[src/rtl/vic_pkg.sv]
// Constants for the vectored interrupt controller.
// Assumes a single clock and synchronous active-high reset.
`default_nettype none
package vic_pkg;
   localparam int          NUM_SRC        = 5;
   localparam int          STACK_DEPTH    = 3;
   localparam int          CTX_WIDTH      = 10;
   // Register-file addresses of the flags and select fields
   localparam logic [6:0]  ADDR_EXT_REQ   = 7'h3f;
   localparam logic [6:0]  ADDR_TM0_REQ   = 7'h3e;
   localparam logic [6:0]  ADDR_TM1_REQ   = 7'h3d;
   localparam logic [6:0]  ADDR_BTM_REQ   = 7'h3c;
   localparam logic [6:0]  ADDR_SER_REQ   = 7'h3b;
   localparam logic [6:0]  ADDR_ENABLES   = 7'h2f;
   localparam logic [6:0]  ADDR_SER_EN    = 7'h2e;
   localparam logic [6:0]  ADDR_EDGE_SEL  = 7'h1f;
   localparam logic [6:0]  ADDR_ZERO_CROSS_SELECT    = 7'h1d;
   // Source index: 0 = external pin (highest) .. 4 = serial (lowest)
   localparam int          SRC_EXT        = 0;
   localparam int          SRC_TM0        = 1;
   localparam int          SRC_TM1        = 2;
   localparam int          SRC_BTM        = 3;
   localparam int          SRC_SER        = 4;
   localparam logic [10:0] VEC_EXT        = 11'h005;
   localparam logic [10:0] VEC_TM0        = 11'h004;
   localparam logic [10:0] VEC_TM1        = 11'h003;
   localparam logic [10:0] VEC_BTM        = 11'h002;
   localparam logic [10:0] VEC_SER        = 11'h001;
   localparam logic [4:0]  REQ_RESET      = 5'h04;
   localparam logic [4:0]  EN_RESET       = 5'h00;
   localparam logic [1:0]  EDGE_RESET     = 2'h0;
   localparam logic [1:0]  EDGE_RISE      = 2'h0;
   localparam logic [1:0]  EDGE_FALL      = 2'h1;
endpackage : vic_pkg
`default_nettype wire

[src/rtl/vic_core.sv]
// Vectored interrupt controller: request/enable flags, priority, vectors,
// three-level context stack, edge and zero-cross selection, standby guard.
// Assumes CPU strobes are one-cycle pulses synchronous to clk.
`default_nettype none
module vic_core (
   // Clock and reset
   input  wire logic                           clk,
   input  wire logic                           sys_rst,
   // Request sources
   input  wire logic                           ext_pin,
   input  wire logic                           zero_cross_out,
   input  wire logic                           timer_zero_match,
   input  wire logic                           timer_one_match,
   input  wire logic                           interval_overflow,
   input  wire logic                           serial_transfer_end,
   // Conditioned pin to timer zero and interval timer count inputs
   output logic                                count_pulse,
   // Register-file access from the CPU
   input  wire logic                           rf_write,
   input  wire logic [6:0]                     rf_addr,
   input  wire logic [3:0]                     rf_wdata,
   output logic      [3:0]                     rf_rdata,
   output logic                                rf_hit,
   // CPU instruction strobes
   input  wire logic                           enable_interrupts_instr,
   input  wire logic                           disable_interrupts_instr,
   input  wire logic                           return_instr,
   input  wire logic                           halt_instr,
   input  wire logic                           stop_instr,
   input  wire logic [3:0]                     standby_cond,
   input  wire logic                           cpu_ready,
   // Context to save on entry
   input  wire logic [vic_pkg::CTX_WIDTH-1:0]  ctx_in,
   output logic      [vic_pkg::CTX_WIDTH-1:0]  ctx_out,
   output logic                                ctx_restore,
   // Interrupt entry to the CPU
   output logic                                irq_take,
   output logic      [10:0]                    irq_vector,
   output logic      [1:0]                     nest_level,
   // Standby state
   output logic                                halt_mode,
   output logic                                stop_mode,
   output logic                                standby_release
);
   typedef enum logic [1:0] {ST_RUN, ST_HALT, ST_STOP} vic_mode_type;

   logic [4:0]                    req_q;
   logic [4:0]                    req_set;
   logic [4:0]                    req_clr;
   logic [4:0]                    en_q;
   logic                          global_irq_enable_q;
   logic [1:0]                    edge_sel_q;
   logic                          zero_cross_select_q;
   logic                          pin_sel;
   logic                          pin_q;
   logic                          pin_rise;
   logic                          pin_fall;
   logic                          pin_edge;
   logic [4:0]                    armed;
   logic [4:0]                    grant;
   logic                          take;
   logic [1:0]                    depth_q;
   logic [vic_pkg::CTX_WIDTH-1:0] stack_q [vic_pkg::STACK_DEPTH];
   logic [1:0]                    pop_idx;
   vic_mode_type                  mode_q;
   logic [3:0]                    cond_q;
   logic [4:0]                    rel_mask;
   logic                          release_now;
   logic                          block_standby;

   assign pin_sel     = zero_cross_select_q ? zero_cross_out : ext_pin;
   assign count_pulse = pin_sel;

   always_ff @(posedge clk) begin
      if (sys_rst) begin
         pin_q <= 1'b0;
      end else begin
         pin_q <= pin_sel;
      end
   end

   assign pin_rise = pin_sel & ~pin_q;
   assign pin_fall = ~pin_sel & pin_q;
   always_comb begin
      case (edge_sel_q)
         vic_pkg::EDGE_RISE: pin_edge = pin_rise;
         vic_pkg::EDGE_FALL: pin_edge = pin_fall;
         default:            pin_edge = pin_rise | pin_fall;
      endcase
   end

   assign req_set = {serial_transfer_end, interval_overflow, timer_one_match,
                     timer_zero_match, pin_edge};

   // Only the highest-priority armed source may win
   assign armed = req_q & en_q;
   always_comb begin
      grant = 5'h00;
      for (int i = vic_pkg::NUM_SRC - 1; i >= 0; i--) begin
         if (armed[i]) begin
            grant = 5'h00;
            grant[i] = 1'b1;
         end
      end
   end

   // Full stack refuses further nesting rather than overwriting context
   assign take = global_irq_enable_q && (armed != 5'h00) && cpu_ready && mode_q == ST_RUN
                 && depth_q < 2'(vic_pkg::STACK_DEPTH);

   genvar g;
   generate
      for (g = 0; g < vic_pkg::NUM_SRC; g++) begin : g_req
         localparam logic [6:0] ADDR = vic_pkg::ADDR_EXT_REQ - 7'(g);
         assign req_clr[g] = (take && grant[g]) ||
                             (rf_write && rf_addr == ADDR && !rf_wdata[0]);
         always_ff @(posedge clk) begin
            if (sys_rst) begin
               req_q[g] <= vic_pkg::REQ_RESET[g];
            end else if (req_set[g]) begin
               req_q[g] <= 1'b1;
            end else if (rf_write && rf_addr == ADDR && rf_wdata[0]) begin
               req_q[g] <= 1'b1;
            end else if (req_clr[g]) begin
               req_q[g] <= 1'b0;
            end
         end
      end
   endgenerate

   always_ff @(posedge clk) begin
      if (sys_rst) begin
         en_q                <= vic_pkg::EN_RESET;
         edge_sel_q          <= vic_pkg::EDGE_RESET;
         zero_cross_select_q <= 1'b0;
      end else if (rf_write) begin
         case (rf_addr)
            vic_pkg::ADDR_ENABLES:  en_q[3:0]           <= rf_wdata;
            vic_pkg::ADDR_SER_EN:   en_q[4]             <= rf_wdata[0];
            vic_pkg::ADDR_EDGE_SEL: edge_sel_q          <= rf_wdata[1:0];
            vic_pkg::ADDR_ZERO_CROSS_SELECT:   zero_cross_select_q <= rf_wdata[0];
            default: ;
         endcase
      end
   end

   always_ff @(posedge clk) begin
      if (sys_rst) begin
         global_irq_enable_q <= 1'b0;
      end else if (disable_interrupts_instr) begin
         global_irq_enable_q <= 1'b0;
      end else if (enable_interrupts_instr) begin
         global_irq_enable_q <= 1'b1;
      end
   end

   // Global enable deliberately has no read path
   always_comb begin
      rf_hit   = 1'b1;
      rf_rdata = 4'h0;
      case (rf_addr)
         vic_pkg::ADDR_EXT_REQ:  rf_rdata = {3'h0, req_q[0]};
         vic_pkg::ADDR_TM0_REQ:  rf_rdata = {3'h0, req_q[1]};
         vic_pkg::ADDR_TM1_REQ:  rf_rdata = {3'h0, req_q[2]};
         vic_pkg::ADDR_BTM_REQ:  rf_rdata = {3'h0, req_q[3]};
         vic_pkg::ADDR_SER_REQ:  rf_rdata = {3'h0, req_q[4]};
         vic_pkg::ADDR_ENABLES:  rf_rdata = en_q[3:0];
         vic_pkg::ADDR_SER_EN:   rf_rdata = {3'h0, en_q[4]};
         vic_pkg::ADDR_EDGE_SEL: rf_rdata = {2'h0, edge_sel_q};
         vic_pkg::ADDR_ZERO_CROSS_SELECT:   rf_rdata = {3'h0, zero_cross_select_q};
         default:                rf_hit   = 1'b0;
      endcase
   end

   // Context stack
   assign pop_idx = depth_q - 2'd1;
   always_ff @(posedge clk) begin
      if (sys_rst) begin
         depth_q <= 2'd0;
      end else if (take) begin
         depth_q <= depth_q + 2'd1;
      end else if (return_instr && depth_q != 2'd0) begin
         depth_q <= depth_q - 2'd1;
      end
   end

   always_ff @(posedge clk) begin
      if (sys_rst) begin
         for (int i = 0; i < vic_pkg::STACK_DEPTH; i++) begin
            stack_q[i] <= '0;
         end
      end else if (take) begin
         stack_q[depth_q] <= ctx_in;
      end
   end

   always_ff @(posedge clk) begin
      if (sys_rst) begin
         ctx_out     <= '0;
         ctx_restore <= 1'b0;
      end else begin
         ctx_restore <= return_instr && depth_q != 2'd0 && !take;
         if (return_instr && depth_q != 2'd0 && !take) begin
            ctx_out <= stack_q[pop_idx];
         end
      end
   end

   always_ff @(posedge clk) begin
      if (sys_rst) begin
         irq_take   <= 1'b0;
         irq_vector <= 11'h000;
      end else begin
         irq_take <= take;
         if (take) begin
            case (1'b1)
               grant[vic_pkg::SRC_EXT]: irq_vector <= vic_pkg::VEC_EXT;
               grant[vic_pkg::SRC_TM0]: irq_vector <= vic_pkg::VEC_TM0;
               grant[vic_pkg::SRC_TM1]: irq_vector <= vic_pkg::VEC_TM1;
               grant[vic_pkg::SRC_BTM]: irq_vector <= vic_pkg::VEC_BTM;
               default:                 irq_vector <= vic_pkg::VEC_SER;
            endcase
         end
      end
   end
   assign nest_level = depth_q;

   always_comb begin
      block_standby = (req_q & (standby_cond[3] ? en_q : 5'h00)) != 5'h00;
      if (halt_instr && standby_cond[1] && req_q[vic_pkg::SRC_TM1]) begin
         block_standby = 1'b1;
      end
   end

   always_ff @(posedge clk) begin
      if (sys_rst) begin
         cond_q <= 4'h0;
      end else if ((halt_instr || stop_instr) && mode_q == ST_RUN) begin
         cond_q <= standby_cond;
      end
   end

   // Latched operand: bit 3 permits enabled sources, bit 1 forces timer one (halt only)
   always_comb begin
      rel_mask = cond_q[3] ? en_q : 5'h00;
      if (mode_q == ST_HALT && cond_q[1]) begin
         rel_mask[vic_pkg::SRC_TM1] = 1'b1;
      end
      if (mode_q == ST_STOP && !cond_q[3]) begin
         rel_mask = 5'h00;
      end
   end

   assign release_now = (req_q & rel_mask) != 5'h00;

   always_ff @(posedge clk) begin
      if (sys_rst) begin
         mode_q <= ST_RUN;
      end else begin
         case (mode_q)
            ST_RUN: begin
               if (halt_instr && !block_standby) begin
                  mode_q <= ST_HALT;
               end else if (stop_instr && !block_standby) begin
                  mode_q <= ST_STOP;
               end
            end
            // On release, take path resumes in ST_RUN: vector if enabled, else next instruction
            ST_HALT, ST_STOP: begin
               if (release_now) begin
                  mode_q <= ST_RUN;
               end
            end
            default: mode_q <= ST_RUN;
         endcase
      end
   end

   assign halt_mode       = mode_q == ST_HALT;
   assign stop_mode       = mode_q == ST_STOP;
   assign standby_release = (mode_q != ST_RUN) && release_now;
endmodule : vic_core
`default_nettype wire

[config.mk]
export PLATFORM = sky130hd
export DESIGN_NAME = vic_core
export DESIGN_NICKNAME = d
export VERILOG_FILES = /design/src/rtl/vic_pkg.sv /design/src/rtl/vic_core.sv
export SDC_FILE = /design/constraint.sdc
export NUM_CORES = 1
export LEC_CHECK = 0
export BUFFER_PORTS_ARGS = -buffer_cell sky130_fd_sc_hd__buf_2
export CORE_ASPECT_RATIO = 1.5
export CORE_MARGIN = 10
export CORE_UTILIZATION = 24
export CTS_CLUSTER_SIZE = 28
export DETAILED_ROUTE_END_ITERATION = 10
export PLACE_DENSITY_LB_ADDON = 0.12
export SKIP_CTS_REPAIR_TIMING = 1
export SYNTH_ARGS = -nofsm -noshare
export SYNTH_HDL_FRONTEND = slang
export SYNTH_SLANG_ARGS = --single-unit
[constraint.sdc]
create_clock -name clk -period 3.7 [get_ports clk]
set_input_delay 0.555 -clock clk [delete_from_list [all_inputs] [get_ports clk]]
set_output_delay 0.555 -clock clk [all_outputs]
set_load 0.01 [all_outputs]
==> results.py <==
metrics = {
    "clock_network": {
        "clock_pin_transition_on_the_worst_setup_and_hold_timing_paths_ns": 0.06,
        "cts_tree": "done",
        "clock_tree.htree_level_count": 3,
        "worst_skew_pair.late_latency_ns": 0.33,
        "cts_max_path_buffers": 2,
        "cts-root-buf": "clkbuf_16",
        "cts_num_sinks": 76,
        "cts-buffers-inserted": 9,
    },
    "yosys": {
        "mapped_avg_cell_area_um2": 10.8,
        "ys_types": 54,
        "ys_seq_elements": 76,
        "synth_edf_count": 40,
        "synth_warnings": 0,
        "asyncSetResetFlopFracSynth": 0,
        "synth-seq-area-share": 0.520,
        "synth_area_um2": 3700,
        "syn_inst": 342,
        "ys.flop_type": "edfxtp_1",
    },
    "timing": {
        "tightestPinTransition_ns": 0.591,
        "finalSetupViolCount": 0,
        "finalCritPeriodShare": 0.637,
        "max-slew-margin-rel": 0.606,
        "highest_attainable_clock_frequency_mhz": 425,
        "fin_setup_tns_ns": 0,
        "rsz_0062_raised_after_global_routing": "no",
        "slew_viol_final": 0,
        "hold_slack_ns": 0.373,
        "clock_skew_ns": 0.00781,
        "min_period_ns": 2.36,
        "report.final.hold_viol_count": 0,
    },
    "finish": {
        "layout-drive-gt1-share": 0.249,
        "areaGrowthSynthToFinish_pct": 22.3,
        "antenna_cells_inserted": 0,
        "final_nets": 458,
        "layout.cells.non_filler": 613,
    },
    "pwr": {
        "power.sequential.fraction": 0.434,
        "p_switching_uw": 529,
        "power.clock.fraction": 0.439,
        "combinationalPowerShare": 0.127,
        "peakVddDrop_mv": 0.155,
        "power.static_leakage_uw": 0.00188,
        "power_density_nw_per_um2": 486,
        "power_switching_share": 0.240,
        "internal-power_uw": 1670,
    },
    "setup_path": {
        "crit_slowest_cell": "nor3_1",
        "cpMostUsedCell": "buf_2",
        "timing.critical_path.slowest_cell_delay_ns": 0.41,
        "rr_worst_depth": 4,
        "start_kind": "input pin",
        "worstPathMaxFanout": 7,
        "critPathCaptureType": "output port",
        "cp_required_ns": 3.14,
        "timing.critical_path.cells": "buf_2 -> inv_1 -> nor3_1 -> o2bb2ai_1 -> a31oi_1 -> o22ai_1 -> buf_2",
        "critPathKind": "input pin to output port",
        "worstPathArrival_ns": 1.80,
    },
    "die": {
        "start_util": 0.244,
        "num_io_pins": 74,
        "die-width_um": 121,
        "std_cell_rows": 55,
        "total_die_area_um2": 20900,
        "placeableCoreArea_um2": 15100,
        "dieHeight_um": 172,
    },
    "hold_path": {
        "min_path_type": "input pin to register",
        "hold_path_depth": 2,
    },
    "global_route": {
        "antenna_found_initial": 0,
        "via_count_of_the_first_global_routing_pass": 2889,
        "track_usage": 0.102,
        "grt_remaining_overflow": 0,
        "grt_start_max_net_pins": 32,
        "global_route_wire_length_before_repair_um": 16300,
    },
    "run": {
        "maxCapViolCount": 0,
    },
    "route": {
        "avgViaCountPerCell": 4.47,
        "route.final.wire_length_um": 10500,
        "detail_route.first_pass.iterations": 5,
        "wl_per_cell_um": 17.2,
        "drcViolationCount": 0,
        "vias": 2742,
        "drt_iter0_markers": 139,
        "ant_nets": 0,
    },
    "placement": {
        "post-place-cells": 597,
        "port_buffers": 63,
        "gpl.final_weighted_congestion": 0.789,
        "dp_hpwl_um": 7770,
    },
    "run_status": {
        "status": "complete, no violations",
    },
}
-- through the flow --
step	utilization	power [uW]	setup WS (ns)	cell area, um2
finish	0.299	2200	1.34	4520
global placement	0.277	1260	1.34	4190
CTS	0.299	2240	1.31	4520
detailed placement	0.277	1260	1.31	4190
floorplan	-	1160	1.31	3760
global route	0.299	2300	1.15	4520
-- kinds of logic after synthesis --
logic type      share of synthesized area
compound gates                      0.108
xor+xnor                          0.00237
fa+ha+maj                          0.0305
buf+inv                            0.0562
flops                               0.520
mux                                0.0941
other cells                       0.00101
simple gates                        0.188
-- metal layers --
layer / wire length, um / GRT usage / vias to the layer above / part of all wire
met5: 0 / 0 / - / 0
met1: 4150 / 0.108 / 1294 / 0.40
li1: - / - / 1369 / -
met2: 5510 / 0.183 / 62 / 0.52
met3: 545 / 0.0274 / 17 / 0.052
met4: 305 / 0.0504 / 0 / 0.029
-- sequential cells by signal, indices dropped and copies added (netlist names), 2 cells and up --
name        flops
stack_q        40
ctx_out        10
en_q            5
req_q           5
irq_vector      3
cond_q          2
edge_sel_q      2
mode_q          2
nest_level      2
-- area by class of cell --
class / instances / area, um2
fillers: 1623 / 10600
flip-flops and latches: 76 / 1920
multi-input cells: 244 / 1630
repair buffers: 68 / 353
clock buffers: 12 / 256
well taps: 199 / 249
clock inverters: 4 / 71.3
inverters: 10 / 37.5
-- cell usage after synthesis (all sizes together) (2+ instances only) --
| cell type | number | area share |
|---|---|---|
| nand2 | 41 | 0.042 |
| nand4b | 2 | 0.0047 |
| nand3 | 14 | 0.019 |
| edfxtp | 40 | 0.32 |
| a31oi | 3 | 0.0051 |
| nand4 | 2 | 0.0034 |
| nor3 | 8 | 0.011 |
| mux4 | 10 | 0.061 |
| a21oi | 27 | 0.040 |
| o21ai | 3 | 0.0041 |
| and3 | 30 | 0.051 |
| o32ai | 2 | 0.0047 |
| nand2b | 6 | 0.010 |
| a211oi | 2 | 0.0041 |
| nor2 | 22 | 0.025 |
| ha | 9 | 0.030 |
| and2 | 2 | 0.0034 |
| a21o | 4 | 0.0081 |
| a32o | 2 | 0.0054 |
| a22oi | 3 | 0.0088 |
| dfxtp | 36 | 0.19 |
| or3b | 2 | 0.0047 |
| inv | 10 | 0.010 |
| mux2 | 2 | 0.0061 |
| mux2i | 10 | 0.027 |
| buf | 15 | 0.032 |
| nor2b | 2 | 0.0034 |
| a41oi | 2 | 0.0047 |
| clkbuf | 14 | 0.014 |
-- layout by cell type (no fill, tap or decap), types with 3 or more instances in the layout --
| cell | Yosys | layout |
|---|---|---|
| nand2b_1 | 6 | 6 |
| buf_2 | 1 | 63 |
| clkbuf_16 | 0 | 9 |
| mux4_2 | 10 | 10 |
| a21o_1 | 4 | 4 |
| and3_1 | 30 | 30 |
| nor3_1 | 8 | 8 |
| nand3_1 | 14 | 14 |
| a21oi_1 | 24 | 24 |
| nor2_1 | 20 | 20 |
| edfxtp_1 | 40 | 40 |
| a31oi_1 | 3 | 3 |
| o21ai_0 | 3 | 3 |
| buf_4 | 8 | 5 |
| a21oi_2 | 3 | 3 |
| dfxtp_1 | 36 | 36 |
| conb_1 | 1 | 18 |
| inv_1 | 10 | 10 |
| mux2i_1 | 10 | 10 |
| ha_1 | 9 | 9 |
| nand2_1 | 41 | 41 |
-- power groups by stage --
stage | Sequential [uW] | Clock [uW] | Combinational (uW)
after floorplan | 967 | 0 | 189
after global placement | 972 | 0 | 288
after detailed placement | 973 | 0 | 289
after CTS | 955 | 993 | 290
after global routing | 960 | 1030 | 312
final | 954 | 965 | 279
-- worst max-delay path: cells and delay by family --
family          cells  cell delay (ns)
buf+inv             3             0.44
simple gates        1             0.41
compound gates      3             0.39
-- path summary, 6_finish.rpt --
path	start	slack, ns	to
setup / recovery	rf_addr[1]	1.34	rf_rdata[0]
hold / removal	disable_interrupts_instr	0.37	global_irq_enable_q
setup reg to reg	nest_level[0]	1.40	stack_q[2][7]
hold reg to reg	ctx_out[7]	0.46	ctx_out[7]
Power figures use the tool's default switching activity.
